$ cat config.mk
export PLATFORM = sky130hd
export DESIGN_NAME = osd_device_flat
export DESIGN_NICKNAME = d
export VERILOG_FILES = /design/src/hw/osd_pkg.sv /design/src/hw/osd_link_if.sv /design/src/hw/osd_device.sv /design/src/flat_wrapper.sv
export VERILOG_INCLUDE_DIRS = /design/src /design/src/hw
export SDC_FILE = /design/constraint.sdc
export NUM_CORES = 1
export LEC_CHECK = 0
export ABC_AREA = 1
export BUFFER_PORTS_ARGS = -buffer_cell sky130_fd_sc_hd__buf_2
export CAP_MARGIN = 20
export CORE_MARGIN = 2
export CORE_UTILIZATION = 42
export CTS_CLUSTER_DIAMETER = 50
export DETAILED_ROUTE_END_ITERATION = 8
export PLACE_DENSITY_LB_ADDON = 0.2
export SLEW_MARGIN = 0
export SYNTH_ARGS = -nofsm -noshare
export SYNTH_HDL_FRONTEND = slang
export SYNTH_SLANG_ARGS = --single-unit
$ cat constraint.sdc
create_clock -name clk_i -period 3.02 [get_ports clk_i]
set_input_delay 0.151 -clock clk_i [delete_from_list [all_inputs] [get_ports clk_i]]
set_output_delay 0.151 -clock clk_i [all_outputs]
set_load 0.02 [all_outputs]
$ cat src/hw/osd_params.svh
// Purpose: constants for the octal switch serial link
// Assumes: included by both ends
// Notes: timing counts in system clock cycles
`ifndef OSD_PARAMS_SVH
`define OSD_PARAMS_SVH
`define OSD_NCH 8
`define OSD_NPAR 4
`define OSD_BITCNT_W 4
`define OSD_XFER_BITS 4'h8
`define OSD_CLK_MHZ 100
`define OSD_HALF_NS 80
`define OSD_HALF_CYC ((`OSD_HALF_NS * `OSD_CLK_MHZ + 999) / 1000)
`define OSD_SETTLE_US 200
`define OSD_SETTLE_CYC (`OSD_SETTLE_US * `OSD_CLK_MHZ)
`define OSD_GAP_CYC 8
`define OSD_CTRL_RST 8'h00
`define OSD_HEALTH_RST 8'h00
`endif

$ cat src/hw/osd_pkg.sv
// Purpose: shared types for the octal switch serial link
// Assumes: nothing
// Notes: types only
package osd_pkg;
   typedef logic [7:0] osd_byte_t;
   typedef enum logic [2:0] {OSD_IDLE, OSD_LEAD, OSD_LOW, OSD_HIGH, OSD_LAG, OSD_WAIT} osd_hstate_t;
endpackage

$ cat src/hw/osd_link_if.sv
// Purpose: serial link between host and octal switch
// Assumes: open-drain alert resolved here
// Notes: oe low means driving
`timescale 1ns/10ps
interface osd_link_if;
   logic chip_select_n;
   logic shift_clock;
   logic serial_in;
   logic serial_out_d;
   logic serial_out_oe_n;
   logic serial_out;
   logic alert_d;
   logic alert_oe_n;
   logic error_alert_n;
   assign serial_out = serial_out_oe_n ? 1'b1 : serial_out_d;
   assign error_alert_n = alert_oe_n ? 1'b1 : alert_d;
   modport device (input chip_select_n, input shift_clock, input serial_in,
      output serial_out_d, output serial_out_oe_n, output alert_d, output alert_oe_n);
   modport host (output chip_select_n, output shift_clock, output serial_in,
      input serial_out, input error_alert_n);
endinterface

$ cat src/hw/osd_device.sv
// Purpose: switch-side serial slave with output latches and health bits
// Assumes: link pins asynchronous to clk_i, synchronised here; sense inputs from analog comparators
// Notes: analog protection not modelled
`timescale 1ns/10ps
`include "osd_params.svh"
module osd_device
   import osd_pkg::*;
(
   // system
   input wire logic clk_i,
   input wire logic reset_i,
   // link
   osd_link_if.device link,
   // device pins
   input wire logic reset_n_i,
   input wire logic openload_detect_enable_i,
   input wire logic [`OSD_NPAR-1:0] parallel_drive_in_i,
   input wire logic [`OSD_NCH-1:0] detect_threshold_i,
   // outputs
   output logic [`OSD_NCH-1:0] channel_on_o,
   output logic [`OSD_NCH-1:0] channel_health_bit_o
);
   // synchronisers
   logic [1:0] cs_s_r;
   logic [1:0] sck_s_r;
   logic [1:0] si_s_r;
   logic [1:0] rst_s_r;
   logic [1:0] ol_s_r;
   logic [`OSD_NPAR-1:0] par_s1_r;
   logic [`OSD_NPAR-1:0] par_s2_r;
   logic [`OSD_NCH-1:0] vth_s1_r;
   logic [`OSD_NCH-1:0] vth_s2_r;
   // edge detect
   logic cs_d_r;
   logic sck_d_r;
   // shifter and latches
   osd_byte_t shift_r;
   osd_byte_t ctrl_r;
   osd_byte_t health_r;
   osd_byte_t out_r;
   osd_byte_t hbit_r;
   logic [`OSD_BITCNT_W-1:0] cnt_r;
   // pin drivers
   logic so_d_r;
   logic so_oe_n_r;
   logic alert_oe_n_r;
   // per-channel status
   wire [`OSD_NCH-1:0] open_flt;
   wire [`OSD_NCH-1:0] over_flt;
   wire [`OSD_NCH-1:0] fault_now;
   wire [`OSD_NCH-1:0] health_live;
   always_ff @(posedge clk_i) begin
      cs_s_r <= {cs_s_r[0], link.chip_select_n};
   end
   always_ff @(posedge clk_i) begin
      sck_s_r <= {sck_s_r[0], link.shift_clock};
   end
   always_ff @(posedge clk_i) begin
      si_s_r <= {si_s_r[0], link.serial_in};
   end
   always_ff @(posedge clk_i) begin
      rst_s_r <= {rst_s_r[0], reset_n_i};
   end
   always_ff @(posedge clk_i) begin
      ol_s_r <= {ol_s_r[0], openload_detect_enable_i};
   end
   always_ff @(posedge clk_i) begin
      par_s1_r <= parallel_drive_in_i;
      par_s2_r <= par_s1_r;
   end
   always_ff @(posedge clk_i) begin
      vth_s1_r <= detect_threshold_i;
      vth_s2_r <= vth_s1_r;
   end
   wire cs_n = cs_s_r[1];
   wire sck = sck_s_r[1];
   wire din = si_s_r[1];
   wire ol_en = ol_s_r[1];
   wire pin_rst = ~rst_s_r[1];
   wire clr = reset_i | pin_rst;
   wire cs_fall = cs_d_r & ~cs_n;
   wire cs_rise = ~cs_d_r & cs_n;
   wire sck_fall = ~cs_n & sck_d_r & ~sck;
   wire sck_rise = ~cs_n & ~sck_d_r & sck;
   wire xfer_ok = (cnt_r == `OSD_XFER_BITS);
   wire cnt_full = &cnt_r;
   wire [`OSD_NCH-1:0] par_ext = {{(`OSD_NCH-`OSD_NPAR){1'b0}}, par_s2_r};
   wire [`OSD_NCH-1:0] drive_on = ctrl_r | par_ext;
   // threshold bit high means output voltage above threshold
   for (genvar ch = 0; ch < `OSD_NCH; ch++) begin : g_chan
      wire ch_on = drive_on[ch];
      wire ch_high = vth_s2_r[ch];
      assign open_flt[ch] = ~ch_on & ~ch_high & ol_en;
      assign over_flt[ch] = ch_on & ch_high;
      assign fault_now[ch] = open_flt[ch] | over_flt[ch];
      // serial bit when healthy, inverted on fault
      assign health_live[ch] = ctrl_r[ch] ^ (fault_now[ch] | health_r[ch]);
   end
   wire any_fault = |(fault_now | health_r);
   wire [`OSD_BITCNT_W-1:0] cnt_step = cnt_full ? cnt_r : cnt_r + 4'h1;
   wire [`OSD_NCH-1:0] shift_in = {shift_r[6:0], din};
   wire [`OSD_NCH-1:0] shift_nxt = cs_fall ? health_live : (sck_fall ? shift_in : shift_r);
   wire [`OSD_BITCNT_W-1:0] cnt_nxt = cs_fall ? 4'h0 : (sck_fall ? cnt_step : cnt_r);
   // fault latch, set wins over clear
   wire [`OSD_NCH-1:0] health_nxt = cs_rise ? fault_now : (health_r | fault_now);
   wire [`OSD_NCH-1:0] ctrl_nxt = (cs_rise && xfer_ok) ? shift_r : ctrl_r;
   wire so_d_nxt = cs_fall ? health_live[7] : (sck_rise ? shift_r[7] : so_d_r);
   wire so_oe_n_nxt = cs_n ? 1'b1 : (cs_fall ? 1'b0 : so_oe_n_r);
   wire alert_oe_n_nxt = ~any_fault;
   always_ff @(posedge clk_i) begin
      if (reset_i) begin
         cs_d_r <= 1'b1;
      end else begin
         cs_d_r <= cs_n;
      end
   end
   always_ff @(posedge clk_i) begin
      if (reset_i) begin
         sck_d_r <= 1'b0;
      end else begin
         sck_d_r <= sck;
      end
   end
   always_ff @(posedge clk_i) begin
      if (clr) begin
         health_r <= `OSD_HEALTH_RST;
      end else begin
         health_r <= health_nxt;
      end
   end
   always_ff @(posedge clk_i) begin
      if (clr) begin
         shift_r <= `OSD_CTRL_RST;
      end else begin
         shift_r <= shift_nxt;
      end
   end
   always_ff @(posedge clk_i) begin
      if (clr) begin
         cnt_r <= 4'h0;
      end else begin
         cnt_r <= cnt_nxt;
      end
   end
   always_ff @(posedge clk_i) begin
      if (clr) begin
         ctrl_r <= `OSD_CTRL_RST;
      end else begin
         ctrl_r <= ctrl_nxt;
      end
   end
   always_ff @(posedge clk_i) begin
      if (reset_i) begin
         so_d_r <= 1'b1;
      end else begin
         so_d_r <= so_d_nxt;
      end
   end
   always_ff @(posedge clk_i) begin
      if (reset_i) begin
         so_oe_n_r <= 1'b1;
      end else begin
         so_oe_n_r <= so_oe_n_nxt;
      end
   end
   always_ff @(posedge clk_i) begin
      if (clr) begin
         out_r <= 8'h00;
      end else begin
         out_r <= drive_on;
      end
   end
   always_ff @(posedge clk_i) begin
      if (clr) begin
         alert_oe_n_r <= 1'b1;
      end else begin
         alert_oe_n_r <= alert_oe_n_nxt;
      end
   end
   always_ff @(posedge clk_i) begin
      if (clr) begin
         hbit_r <= 8'h00;
      end else begin
         hbit_r <= health_live;
      end
   end
   assign channel_on_o = out_r;
   assign channel_health_bit_o = hbit_r;
   assign link.serial_out_d = so_d_r;
   assign link.serial_out_oe_n = so_oe_n_r;
   assign link.alert_d = 1'b0;
   assign link.alert_oe_n = alert_oe_n_r;
endmodule // osd_device

$ cat src/flat_wrapper.sv
// flat-port wrapper written by rule: the top's interface ports become plain ports
module osd_device_flat import osd_pkg::*;
  (clk_i, reset_i, reset_n_i, openload_detect_enable_i, parallel_drive_in_i, detect_threshold_i, channel_on_o, channel_health_bit_o, link_chip_select_n, link_shift_clock, link_serial_in, link_serial_out_d, link_serial_out_oe_n, link_alert_d, link_alert_oe_n);
  osd_link_if link_i ();
  input wire logic clk_i;
  input wire logic reset_i;
  input wire logic reset_n_i;
  input wire logic openload_detect_enable_i;
  input wire logic [`OSD_NPAR-1:0] parallel_drive_in_i;
  input wire logic [`OSD_NCH-1:0] detect_threshold_i;
  output logic [`OSD_NCH-1:0] channel_on_o;
  output logic [`OSD_NCH-1:0] channel_health_bit_o;
  input wire logic [$bits(link_i.chip_select_n)-1:0] link_chip_select_n;
  input wire logic [$bits(link_i.shift_clock)-1:0] link_shift_clock;
  input wire logic [$bits(link_i.serial_in)-1:0] link_serial_in;
  output wire logic [$bits(link_i.serial_out_d)-1:0] link_serial_out_d;
  output wire logic [$bits(link_i.serial_out_oe_n)-1:0] link_serial_out_oe_n;
  output wire logic [$bits(link_i.alert_d)-1:0] link_alert_d;
  output wire logic [$bits(link_i.alert_oe_n)-1:0] link_alert_oe_n;
  assign link_i.chip_select_n = link_chip_select_n;
  assign link_i.shift_clock = link_shift_clock;
  assign link_i.serial_in = link_serial_in;
  assign link_serial_out_d = link_i.serial_out_d;
  assign link_serial_out_oe_n = link_i.serial_out_oe_n;
  assign link_alert_d = link_i.alert_d;
  assign link_alert_oe_n = link_i.alert_oe_n;
  osd_device u_core (.clk_i(clk_i), .reset_i(reset_i), .link(link_i), .reset_n_i(reset_n_i), .openload_detect_enable_i(openload_detect_enable_i), .parallel_drive_in_i(parallel_drive_in_i), .detect_threshold_i(detect_threshold_i), .channel_on_o(channel_on_o), .channel_health_bit_o(channel_health_bit_o));
endmodule
==> run_results.csv <==
group,metric,value,unit
critical_path,path_max_fanout,29,
logic_synthesis,synthArstFlopShare,0,%
clock_tree,cts_buffers,9,
cells_and_area,nets,412,
clock_tree,cts_root_buf,"clkbuf_8",
logic_synthesis,syn_inst,332,
cells_and_area,area.sequential,1660,um2
floorplan,initial_core_util,43.8,%
timing,relSlewSlack,48.0,%
timing,slew_violations,0,
power,power_density,611,nW/um2
global_routing,grt_usage,14.4,%
logic_synthesis,synth_area_leaders,"dfxtp_1 59%, nand2_1 9.5%, inv_1 6.7%",
place,gp_congestion,0.779,
critical_path,rr_startpoint,"u_core.rst_s_r[1]",
clock_tree,clk_path_buf_depth,2,
global_routing,antenna_found_initial,0,
logic_synthesis,ys_seq_area_share,59.0,%
critical_path,start_kind,"input port",
clock_tree,cts.sinks,83,
clock_tree,cts_setup_buffers,0,
floorplan,fp.dieArea,7370,um2
global_routing,grt_max_degree,30,
routing,wire_per_inst,10.4,um
timing,fmax,558,MHz
clock_tree,cts_tree,"done",
power,leakagePower,1.57,nW
min_path,hold_class,"reg2reg",
run_status,status,"finished clean",
critical_path,cp.required,3.31,ns
routing,drc,0,
logic_synthesis,synth_commonest_cells,"83 x dfxtp_1, 71 x nand2_1, 50 x inv_1",
logic_synthesis,synthFlopType,"dfxtp_1",
routing,routed_via_density,4.63,
logic_synthesis,yosysWarnings,0,
timing,rsz0062_at_grt,"false",
clock_tree,clk_latency,0.36,ns
job,drv_cap,0,
floorplan,die_w,85.9,um
logic_synthesis,synth_top_cell_by_area,"dfxtp_1",
critical_path,cp-startpoint,"reset_i",
logic_synthesis,synth_most_common_cell,"dfxtp_1",
timing,tightestPinTransition,0.779,ns
clock_tree,cts_max_level,3,
routing,drt_iter0_drc,83,
clock_tree,clk_pin_slew,0.08,ns
logic_synthesis,synth_top_area_share,59.0,%
timing,setup_tns,0,ns
cells_and_area,layout-drive-gt1-share,16.4,%
logic_synthesis,synth_nets,353,
global_routing,grt_pass1_wl,8090,um
cells_and_area,syn_to_final_growth,22.3,%
power,fin_total_pwr,0.00210,W
floorplan,ioPinCount,39,
clock_tree,post_cts_resize_count,0,
logic_synthesis,synth_cell_type_count,25,
timing,fin_skew,0.00996,ns
critical_path,path_class,"in2reg",
global_routing,grt_pass1_vias,1932,
timing,min_period,1.79,ns
critical_path,rrSetupSlack,1.44,ns
cells_and_area,multi_input_area,902,um2
power,ir_drop,328,uV
place,hpwl,3320,um
logic_synthesis,synth_seq_cells,83,
critical_path,reg2reg_depth,5,
critical_path,setup.worst_path.end,"u_core.ctrl_r[7]",
place,port_buffers,37,
logic_synthesis,syn_area,2810,um2
floorplan,rows,29,
critical_path,crit_path_end_kind,"flip-flop",
timing,finalHoldViolations,0,
logic_synthesis,synth_edf_count,0,
cells_and_area,diodes,0,
critical_path,cp_data_arrival_time,2.08,ns
global_routing,gr-total-overflow,0,
cells_and_area,n_fill_cell,618,
routing,ant_nets,0,
routing,firstDrtPassIters,6,
routing,finalWirelength,4930,um
min_path,hold_depth,0,
floorplan,core_area,6420,um2
routing,via_count,2188,
logic_synthesis,syn_area_per_cell,8.48,um2
timing,setup_viol,0,
critical_path,r2r_end,"u_core.ctrl_r[7]",
floorplan,fp.dieH,85.9,um
timing,fin_crit_sh,59.3,%
worst min path at each step:
stage / end / from / slack (ns)
after floorplan: u_core.cs_s_r[0] / link_chip_select_n / 0.18
after global placement: u_core.vth_s1_r[2] / detect_threshold_i[2] / 0.25
after detailed placement: u_core.si_s_r[0] / link_serial_in / 0.25
after CTS: u_core.vth_s2_r[0] / u_core.vth_s1_r[0] / 0.33
after global routing: u_core.vth_s2_r[6] / u_core.vth_s1_r[6] / 0.34
final: u_core.vth_s2_r[6] / u_core.vth_s1_r[6] / 0.33
routing by layer:
metal  global-route usage [%]  part of all wire, %  routed length (um)  up-vias
met5                        0                    0                   0        -
met3                     5.49                  4.6                 228       13
li1                         -                    -                   -     1157
met1                     16.2                   46                2270      975
met4                     7.50                  2.4                 119        0
met2                     23.6                   47                2310       43
layout by cell type (no fill, tap or decap), types with 3 or more instances in the layout:
master,netlist,layout
a21oi_1,19,19
nand2_1,71,71
nand4_1,3,3
inv_6,0,4
inv_1,50,50
o22ai_1,3,3
o21ai_0,20,20
inv_2,4,4
dlygate4sd3_1,0,18
nor2_1,28,28
buf_2,5,37
o211ai_1,5,5
clkbuf_8,0,9
nand3_1,21,21
dfxtp_1,83,83
and3_1,3,3
power breakdown:
part	leakage (nW)	total (W)	switching [W]	internal, W
logic	0.784	0.000147	0.0000859	0.0000609
registers	0.686	0.00116	0.0000185	0.00114
clock network	0.101	0.000800	0.000405	0.000394
total	1.57	0.00210	0.000510	0.00159
cell families (layout without fill, tap and decap cells):
family | after synthesis | in the layout | synth area share [%]
and+or+nand+nor | 133 | 133 | 21.1
DFF | 83 | 83 | 59.0
buffers and inverters | 62 | 126 | 8.89
AOI/OAI and AO/OA | 51 | 51 | 9.92
adders and majority gates | 2 | 2 | 0.889
other | 1 | 1 | 0.133
state kept, by name, summed over array words and instances (netlist names), 4 cells and up:
name                         count
u_core.vth_s1_r                  8
u_core.par_s1_r                  4
u_core.ctrl_r                    8
u_core.health_r                  8
u_core.channel_on_o              8
u_core.par_s2_r                  4
u_core.shift_r                   8
u_core.cnt_r                     4
u_core.channel_health_bit_o      8
u_core.vth_s2_r                  8
area by class of cell:
| cell class | instances | area share, % |
|---|---|---|
| well taps | 77 | 2.80 |
| inverters | 54 | 5.89 |
| flip-flops and latches | 83 | 48.3 |
| multi-input cells | 187 | 26.2 |
| clock buffers | 9 | 3.60 |
| repair buffers | 56 | 10.8 |
| clock inverters | 7 | 2.36 |
metrics by stage:
| stage | hold slack [ns] | instances | worst slack (ns) | util (%) | instance area [um2] |
|---|---|---|---|---|---|
| 6_report | 0.330 | 473 | 1.23 | 53.6 | 3440 |
| 2_1_floorplan | 0.179 | 332 | 1.88 | - | 2810 |
| 4_1_cts | 0.333 | 473 | 1.23 | 53.6 | 3440 |
| 5_1_grt | 0.339 | 473 | 1.03 | 53.6 | 3440 |
| 3_3_place_gp | 0.253 | 439 | 1.45 | 47.6 | 3060 |
| 3_5_place_dp | 0.255 | 439 | 1.40 | 47.6 | 3060 |
timing repair:
item,in CTS,in global routing
hold endpoints to repair,19,0
endpoints found under the setup margin,0,0
hold buffers,18,0
worst max-delay path, cell delays in order:
cell,delay [ns]
dlygate4sd3_1,0.53
buf_2,0.13
inv_1,0.07
nand2_1,0.05
buf_4,0.20
inv_1,0.59
o21ai_0,0.19
a21oi_1,0.16
Power figures use the tool's default switching activity.
